==> src/rtl/hpc_regs.svh <==
`ifndef HPC_REGS_SVH
`define HPC_REGS_SVH
// Clock rate in kHz
`define HPC_CLK_KHZ 50000
// Duty and drive widths
`define HPC_CNT_W 16
`define HPC_AMP_W 16
// Full-scale signed drive magnitude
`define HPC_FULL_SCALE 16'h7FFF
// A period longer than this many cycles means a static input
`define HPC_STATIC_CYC 16'hFFFF
// Overdrive window figures in ms and derived cycles
`define HPC_OVD_MIN_MS 20
`define HPC_OVD_MAX_MS 50
`define HPC_OVD_MIN_CYC (`HPC_OVD_MIN_MS * `HPC_CLK_KHZ)
`define HPC_OVD_MAX_CYC (`HPC_OVD_MAX_MS * `HPC_CLK_KHZ)
// Duty value that commands no drive
`define HPC_DUTY_MID 16'h8000
// Resonance tracking range in Hz and derived half periods
`define HPC_RES_MIN_HZ 140
`define HPC_RES_MAX_HZ 220
// Half periods count in steps of this many clocks to fit 16 bits
`define HPC_RES_DIV 4
`define HPC_RES_STEP_LAST 2'h3
`define HPC_RES_HALF_MAX \
	((`HPC_CLK_KHZ * 1000) / (2 * `HPC_RES_MIN_HZ * `HPC_RES_DIV))
`define HPC_RES_HALF_MIN \
	((`HPC_CLK_KHZ * 1000) / (2 * `HPC_RES_MAX_HZ * `HPC_RES_DIV))
// Motion estimate decay per resonant half cycle when braking
`define HPC_BRAKE_STEP 16'h0800
`endif

==> src/rtl/hpc_pkg.sv <==
package hpc_pkg;
	typedef logic signed [15:0] hpc_amp_t;
	typedef enum logic [1:0] {
		HPC_IDLE  = 2'b00,
		HPC_DRIVE = 2'b01,
		HPC_BRAKE = 2'b11
	} hpc_state_t;
	typedef enum logic [1:0] {
		HPC_H_IDLE  = 2'b00,
		HPC_H_OVD   = 2'b01,
		HPC_H_RUN   = 2'b11,
		HPC_H_BRAKE = 2'b10
	} hpc_host_state_t;
endpackage

==> src/rtl/hpc_link_if.sv <==
`timescale 1ns/1ns
interface hpc_link_if;
	logic pwmIn;
	logic enable;
	logic actuatorTypeSelect;
	modport device (input pwmIn, input enable, input actuatorTypeSelect);
	modport host (output pwmIn, output enable, output actuatorTypeSelect);
endinterface

==> src/rtl/hpc_device.sv <==
`timescale 1ns/1ns
`include "hpc_regs.svh"
// Behaviour
// Drive amplitude follows measured input duty
// Static input gives on/off drive only
// Rotating mass static: high forward, low reverse
// Resonant static: high full, low brakes
// Type select pin picks actuator mode
// Same effect sequence in both modes
// Host raises enable with PWM start
// Host overdrives 20 to 50 ms
// Host sets zero duty to brake
// Braking only while enable high
// Host drops enable after braking
// Host limits rotating mass brake time
// Resonant brake stops at zero motion
// Rotating mass: full, half, zero duty map
// Resonant below half duty brakes to rest
// Above half: full scale times (d/50 - 1)
// Resonance tracked within 140 to 220 Hz; the code holds the half period fixed at the 220 Hz end
// Enable low: drive off, PWM ignored
// Duty measured once per PWM period
module hpc_device (
	// Clock and reset
	input  wire logic                core_clk,
	input  wire logic                reset,
	// Link pins
	hpc_link_if.device               link,
	// Drive command to output stage
	output hpc_pkg::hpc_amp_t        driveAmp,
	output logic                     driveActive,
	output logic                     braking,
	output logic [15:0]              resHalfPeriod
);
	import hpc_pkg::*;

	// Three-stage input synchronisers for all pins
	logic [2:0] pwmSync, enSync, selSync;
	logic       pwmLvl, enLvl, selLvl;
	logic       next_pwmLvl, next_enLvl, next_selLvl;
	always_comb begin
		next_pwmLvl = (pwmSync[1] == pwmSync[2]) ? pwmSync[2] : pwmLvl;
		next_enLvl  = (enSync[1] == enSync[2]) ? enSync[2] : enLvl;
		next_selLvl = (selSync[1] == selSync[2]) ? selSync[2] : selLvl;
	end
	always_ff @(posedge core_clk or posedge reset) begin
		if (reset) begin
			pwmSync <= 3'h0;
			enSync  <= 3'h0;
			selSync <= 3'h0;
			pwmLvl  <= 1'b0;
			enLvl   <= 1'b0;
			selLvl  <= 1'b0;
		end else begin
			pwmSync <= {pwmSync[1:0], link.pwmIn};
			enSync  <= {enSync[1:0], link.enable};
			selSync <= {selSync[1:0], link.actuatorTypeSelect};
			pwmLvl  <= next_pwmLvl;
			enLvl   <= next_enLvl;
			selLvl  <= next_selLvl;
		end
	end

	// Duty measurement between rising edges
	logic        pwmPrev, next_pwmPrev;
	logic [15:0] perCnt, highCnt, next_perCnt, next_highCnt;
	logic [15:0] duty, next_duty;    // Q0.16 fraction of period
	logic        dutyValid, next_dutyValid;
	logic        rise;
	logic [31:0] quot;
	assign rise = pwmLvl & ~pwmPrev;
	always_comb begin
		next_pwmPrev   = pwmLvl;
		next_perCnt    = perCnt;
		next_highCnt   = highCnt;
		next_duty      = duty;
		next_dutyValid = dutyValid;
		quot           = 32'h0000_0000;
		if (!enLvl) begin
			// Ignore the input while disabled
			next_perCnt    = 16'h0000;
			next_highCnt   = 16'h0000;
			next_dutyValid = 1'b0;
			// Stale duty would kick the next effect; mid-scale is no drive
			next_duty      = `HPC_DUTY_MID;
		end else if (rise && dutyValid && perCnt != 16'h0000) begin
			// One update per period; high time over period
			quot = ({highCnt, 16'h0000}) / {16'h0000, perCnt};
			next_duty = (quot > 32'h0000_FFFF) ? 16'hFFFF : quot[15:0];
			next_perCnt  = 16'h0001;
			next_highCnt = 16'h0001;
		end else if (rise) begin
			next_dutyValid = 1'b1;
			next_perCnt    = 16'h0001;
			next_highCnt   = 16'h0001;
		end else if (perCnt >= `HPC_STATIC_CYC) begin
			// No edge for too long: static level, on/off use
			next_duty      = pwmLvl ? 16'hFFFF : 16'h0000;
			next_dutyValid = 1'b0;
		end else begin
			next_perCnt  = perCnt + 16'h0001;
			next_highCnt = highCnt + {15'h0000, pwmLvl};
		end
	end
	always_ff @(posedge core_clk or posedge reset) begin
		if (reset) begin
			pwmPrev   <= 1'b0;
			perCnt    <= 16'h0000;
			highCnt   <= 16'h0000;
			duty      <= `HPC_DUTY_MID;
			dutyValid <= 1'b0;
		end else begin
			pwmPrev   <= next_pwmPrev;
			perCnt    <= next_perCnt;
			highCnt   <= next_highCnt;
			duty      <= next_duty;
			dutyValid <= next_dutyValid;
		end
	end

	// Signed command: duty/50 - 1 maps 0..1 onto -FS..+FS
	logic signed [17:0] cmdWide;
	hpc_amp_t           cmd;
	always_comb begin
		cmdWide = $signed({2'b00, duty}) - 18'sh0_8000;
		// Clamped both ways so full reverse mirrors full forward
		cmd = (cmdWide >= 18'sh0_7FFF) ? hpc_amp_t'(`HPC_FULL_SCALE)
		      : (cmdWide <= -18'sh0_7FFF) ? -hpc_amp_t'(`HPC_FULL_SCALE)
		      : hpc_amp_t'(cmdWide[15:0]);
	end

	// Resonance half-period timer and motion estimate
	logic [15:0] resCnt, next_resCnt, next_resHalf;
	logic [15:0] motion, next_motion;
	logic [1:0]  resDiv, next_resDiv;
	logic        resStep, resTick;
	// Half periods count in four-clock steps so the band fits 16 bits
	assign resStep = (resDiv == `HPC_RES_STEP_LAST);
	assign resTick = resStep && (resCnt >= resHalfPeriod);
	hpc_state_t  state, next_state;
	hpc_amp_t    next_driveAmp;
	logic        isResonant;
	assign isResonant = selLvl;

	always_comb begin
		next_state    = state;
		next_driveAmp = 16'sh0000;
		next_resDiv   = resDiv + 2'h1;
		next_resCnt   = resTick ? 16'h0000 :
		                resStep ? resCnt + 16'h0001 : resCnt;
		// Hold the half period, clamped to the resonance band
		next_resHalf  = resHalfPeriod;
		if (`HPC_RES_HALF_MIN > resHalfPeriod)
			next_resHalf = 16'(`HPC_RES_HALF_MIN);
		else if (resHalfPeriod > `HPC_RES_HALF_MAX)
			next_resHalf = 16'(`HPC_RES_HALF_MAX);
		next_motion = motion;
		unique case (state)
			HPC_IDLE: begin
				if (enLvl)
					next_state = HPC_DRIVE;
			end
			HPC_DRIVE: begin
				if (!enLvl) begin
					next_state = HPC_IDLE;
				end else if (!isResonant) begin
					// Negative command is the reverse-drive brake
					next_driveAmp = cmd;
				end else if (cmd <= 16'sh0000) begin
					// Brake drive starts at once, with no zero gap
					next_state    = HPC_BRAKE;
					next_driveAmp = -hpc_amp_t'(motion);
				end else begin
					next_driveAmp = cmd;
					if (cmd > hpc_amp_t'(motion))
						next_motion = cmd[15:0];
				end
			end
			HPC_BRAKE: begin
				if (!enLvl) begin
					next_state = HPC_IDLE;
				end else if (cmd > 16'sh0000) begin
					next_state    = HPC_DRIVE;
					next_driveAmp = cmd;
				end else if (motion == 16'h0000) begin
					next_driveAmp = 16'sh0000;
				end else begin
					// Anti-phase drive no larger than remaining motion
					next_driveAmp = -hpc_amp_t'(motion);
					if (resTick)
						next_motion = (motion > `HPC_BRAKE_STEP) ?
						              motion - `HPC_BRAKE_STEP : 16'h0000;
				end
			end
			default: next_state = HPC_IDLE;
		endcase
		if (!enLvl)
			next_motion = 16'h0000;
	end
	always_ff @(posedge core_clk or posedge reset) begin
		if (reset) begin
			state         <= HPC_IDLE;
			driveAmp      <= 16'sh0000;
			resCnt        <= 16'h0000;
			resDiv        <= 2'h0;
			resHalfPeriod <= 16'h0000;
			motion        <= 16'h0000;
		end else begin
			state         <= next_state;
			driveAmp      <= next_driveAmp;
			resCnt        <= next_resCnt;
			resDiv        <= next_resDiv;
			resHalfPeriod <= next_resHalf;
			motion        <= next_motion;
		end
	end

	// Status views for the output stage
	assign driveActive = (state != HPC_IDLE);
	assign braking     = (state == HPC_BRAKE);
endmodule

==> src/flat_wrapper.sv <==
// flat-port wrapper written by rule: the top's interface ports become plain ports
module hpc_device_flat import hpc_pkg::*;
  (core_clk, reset, driveAmp, driveActive, braking, resHalfPeriod, link_pwmIn, link_enable, link_actuatorTypeSelect);
  hpc_link_if link_i ();
  input  wire logic core_clk;
  input  wire logic reset;
  output hpc_pkg::hpc_amp_t driveAmp;
  output logic driveActive;
  output logic braking;
  output logic [15:0] resHalfPeriod;
  input wire logic [$bits(link_i.pwmIn)-1:0] link_pwmIn;
  input wire logic [$bits(link_i.enable)-1:0] link_enable;
  input wire logic [$bits(link_i.actuatorTypeSelect)-1:0] link_actuatorTypeSelect;
  assign link_i.pwmIn = link_pwmIn;
  assign link_i.enable = link_enable;
  assign link_i.actuatorTypeSelect = link_actuatorTypeSelect;
  hpc_device u_core (.core_clk(core_clk), .reset(reset), .link(link_i), .driveAmp(driveAmp), .driveActive(driveActive), .braking(braking), .resHalfPeriod(resHalfPeriod));
endmodule
==> config.mk <==
export PLATFORM = sky130hd
export DESIGN_NAME = hpc_device_flat
export DESIGN_NICKNAME = d
export VERILOG_FILES = /design/src/rtl/hpc_pkg.sv /design/src/rtl/hpc_link_if.sv /design/src/rtl/hpc_device.sv /design/src/flat_wrapper.sv
export VERILOG_INCLUDE_DIRS = /design/src /design/src/rtl
export SDC_FILE = /design/constraint.sdc
export NUM_CORES = 2
export LEC_CHECK = 0
export BUFFER_PORTS_ARGS = -buffer_cell sky130_fd_sc_hd__buf_2
export CORE_ASPECT_RATIO = 0.75
export CORE_MARGIN = 2
export CORE_UTILIZATION = 57
export CTS_BUF_LIST = sky130_fd_sc_hd__clkbuf_8 sky130_fd_sc_hd__clkbuf_16
export CTS_CLUSTER_SIZE = 30
export DETAILED_ROUTE_END_ITERATION = 16
export HOLD_SLACK_MARGIN = 0.03
export PLACE_DENSITY = 0.75
export SYNTH_ARGS = -nofsm -noshare
export SYNTH_HDL_FRONTEND = slang
export SYNTH_SLANG_ARGS = --single-unit
==> constraint.sdc <==
create_clock -name core_clk -period 103.1 [get_ports core_clk]
set_input_delay 15.465 -clock core_clk [delete_from_list [all_inputs] [get_ports core_clk]]
set_output_delay 15.465 -clock core_clk [all_outputs]
set_load 0.01 [all_outputs]
==> impl_metrics.csv <==
group,metric,value,unit
setup_path,r2r-end,"u_core.duty[0]$_DFFE_PP0P_",
routing,drt.antenna.violating_nets,0,
yosys,synth_cells,4339,
routing,routed_via_density,6.55,
floorplan,floorplan.core_area,54300,sq um
flow_run,timing.max_cap.violations,0,
routing,finalWirelength,95200,microns
timing,post-route-worst-setup-slack,8.25,ns
timing,worst_pin_slew,1.18,ns
floorplan,io_pins,39,
finish,share_of_layout_cells_above_drive_strength_1,0.0747,
global_route,maximum_number_of_pins_on_one_net_before_global_route_repair,76,
outcome,status,"complete, no violations",
timing,fmaxAchievable,10.5,MHz
clock_tree,cts-root-to-sink-buffers,2,
min_path,worstHoldPathCells,0,
setup_path,critical_path.max_fanout,40,
global_route,grt_antenna_before_repair,0,
finish,most_used_cells_in_the_layout_excluding_fill_and_tap_cells,"458 x sky130_fd_sc_hd__nor2_1, 416 x sky130_fd_sc_hd__ha_1, 381 x sky130_fd_sc_hd__nand2_1",
finish,most_common_cell_after_layout_fill_and_taps_aside,"sky130_fd_sc_hd__nor2_1",
setup_path,worst_path_largest_cell_delay,0.84,ns
yosys,synth.yosys.seq_area_share,0.0940,
yosys,synth_area,31200,sq um
routing,drt-wirelength-per-cell,19.0,microns
finish,num-fill-cells,5007,
setup_path,worstRegToRegCells,408,
setup_path,critPathRequiredTime,103.37,ns
finish,antenna_cells,0,
routing,number_of_remaining_drc_errors,0,
setup_path,reg2reg_slack,8.25,ns
clock_tree,clk_pin_slew_worst_paths,0.06,ns
clock_tree,clk_latency,0.41,ns
min_path,hold_path_end,"u_core.enSync[1]$_DFF_PP0_",
clock_tree,clock-root-buffer,"sky130_fd_sc_hd__clkbuf_16",
global_route,grt_pass1_vias,29400,
setup_path,cp_data_arrival_time,95.12,ns
yosys,yosysWarningCount,0,
min_path,hold_path_startpoint,"u_core.enSync[0]$_DFF_PP0_",
yosys,synth-seq-cells,117,
timing,fin_worst_hold_slack,0.349,ns
floorplan,die_width,274,microns
place,io_port_bufs,35,
floorplan,start_util,0.574,
clock_tree,tritoncts,"done",
global_route,grt_first_pass_wirelength,154000,microns
clock_tree,h-tree-depth,4,
setup_path,cpMostUsedCell,"sky130_fd_sc_hd__o21ai_0",
place,globalplace.congestion,0.964,
timing,timing.final.crit_share,0.920,
place,post-place-ws,8.87,ns
yosys,synth-async-reset-ratio,1.00,
setup_path,crit-reg2reg-launch,"u_core.perCnt[15]$_DFFE_PP0P_",
floorplan,die_area,56600,sq um
min_path,worst_hold_path_type,"reg2reg",
global_route,overflow_left_after_global_routing,0,
routing,detail_route.iter0.violations,3459,
floorplan,row_count,74,
place,detailedPlacementHpwl,73300,microns
timing,hold_violations_final,0,
yosys,distinct_cell_type_count_of_the_synthesized_netlist,133,
setup_path,critical_path_class,"reg2reg",
yosys,synthesis.area_per_instance,7.18,sq um
floorplan,dieHeight,206,microns
clock_tree,clock_sinks,117,
setup_path,crit_slowest_cell,"sky130_fd_sc_hd__or4_1",
timing,maxSlewHeadroom,0.206,
finish,synthToLayoutAreaGrowth,4.32,%
timing,period_minus_slack,94.85,ns
global_route,grt_usage,0.329,
yosys,dominantRegCellSynth,"sky130_fd_sc_hd__dfrtp_1",
timing,setup_repair_after_global_routing_missed_its_margin,"no",
timing,clock_skew,0.0122,ns
yosys,synth_edf_count,0,
routing,route.vias.total,32900,
timing,fin_setup_tns,0,ns
clock_tree,cts_made_buffers,17,
setup_path,worst_setup_path_start_kind,"flip-flop",
timing,finalSetupViolCount,0,
finish,final_net_count,4706,
setup_path,end_kind,"flip-flop",
timing,slew_viol_final,0,
routing,drt-pass1-iter-count,6,
-- metrics by stage --
step | instances | instance area [sq um] | utilization
after floorplan | 4341 | 31200 | -
after global placement | 4987 | 31900 | 0.588
after detailed placement | 4987 | 31900 | 0.588
after CTS | 5019 | 32500 | 0.599
after global routing | 5019 | 32500 | 0.599
final | 5019 | 32500 | 0.599
-- state kept, by name, indices dropped and copies added (netlist names), 3 cells and up --
signal,count
u_core.selSync,3
u_core.motion,16
u_core.perCnt,16
u_core.resHalfPeriod,3
u_core.highCnt,16
u_core.enSync,3
u_core.resCnt,16
u_core.pwmSync,3
u_core.driveAmp,16
u_core.duty,16
-- Yosys cell counts (91+ instances only) --
master	count	area, sq um
sky130_fd_sc_hd__nand2_1	383	1440
sky130_fd_sc_hd__nor3_1	120	601
sky130_fd_sc_hd__dfrtp_1	116	2900
sky130_fd_sc_hd__o31ai_1	91	683
sky130_fd_sc_hd__clkbuf_1	99	372
sky130_fd_sc_hd__xor2_1	96	841
sky130_fd_sc_hd__xnor2_1	188	1650
sky130_fd_sc_hd__inv_1	177	664
sky130_fd_sc_hd__o21ai_0	293	1470
sky130_fd_sc_hd__ha_1	416	5200
sky130_fd_sc_hd__a21o_1	179	1340
sky130_fd_sc_hd__nor2_1	458	1720
sky130_fd_sc_hd__a21oi_1	335	1680
sky130_fd_sc_hd__o21a_1	96	721
sky130_fd_sc_hd__nand3_1	118	591
-- worst max path at each step --
stage / to / cells after the start / from
floorplan: u_core.duty[0]$_DFFE_PP0P_ / 445 / u_core.perCnt[0]$_DFFE_PP0P_
global placement: u_core.duty[0]$_DFFE_PP0P_ / 407 / u_core.perCnt[15]$_DFFE_PP0P_
detailed placement: u_core.duty[0]$_DFFE_PP0P_ / 405 / u_core.perCnt[15]$_DFFE_PP0P_
CTS: u_core.duty[0]$_DFFE_PP0P_ / 406 / u_core.perCnt[15]$_DFFE_PP0P_
global route: u_core.duty[0]$_DFFE_PP0P_ / 409 / u_core.perCnt[15]$_DFFE_PP0P_
finish: u_core.duty[0]$_DFFE_PP0P_ / 408 / u_core.perCnt[15]$_DFFE_PP0P_
-- final cells by class --
cell class / count / area (sq um) / area share
clock buffer: 17 / 425 / 0.0131
clock inverter: 15 / 144 / 0.00443
inverter: 183 / 689 / 0.0212
multi-input combinational: 3886 / 26900 / 0.828
sequential: 117 / 2930 / 0.0901
tap: 722 / 903 / 0.0278
timing repair buffer: 79 / 505 / 0.0155
-- cells by family after synthesis --
kind of cell / share of synthesized area
AOI/OAI and AO/OA: 0.321
xor gates and xnor gates: 0.0805
adders and majority gates: 0.169
buffers and inverters: 0.0444
DFF: 0.0940
muxes: 0.0382
other: 0.000120
and+or+nand+nor: 0.253
-- routing by layer --
metal  up-vias  track usage  part of all wire
li1      16100            -                 -
met1     15100        0.511              0.49
met2      1565        0.468              0.38
met3       121       0.0570              0.11
met4         0       0.0621             0.017
met5         -            0                 0
-- worst max-delay path, delay by kind of cell (launching register included) --
kind            cells  cell delay, ns
compound gates    257           57.93
flops               1            0.53
buf+inv            12            2.21
fa+ha+maj          31           10.08
simple gates      105           22.27
mux                 3            1.36
-- what timing repair did --
item / 4_1_cts / 5_1_grt
resized for setup: 0 / 8
hold endpoints to repair: 0 / 0
endpoints found under the setup margin: 0 / 1
setup buffers: 0 / 0
hold buffers: 0 / 0
Power is left out: the tool's default activity adds up to more than one toggle a clock period on the data nets, which glitch-free logic cannot reach.
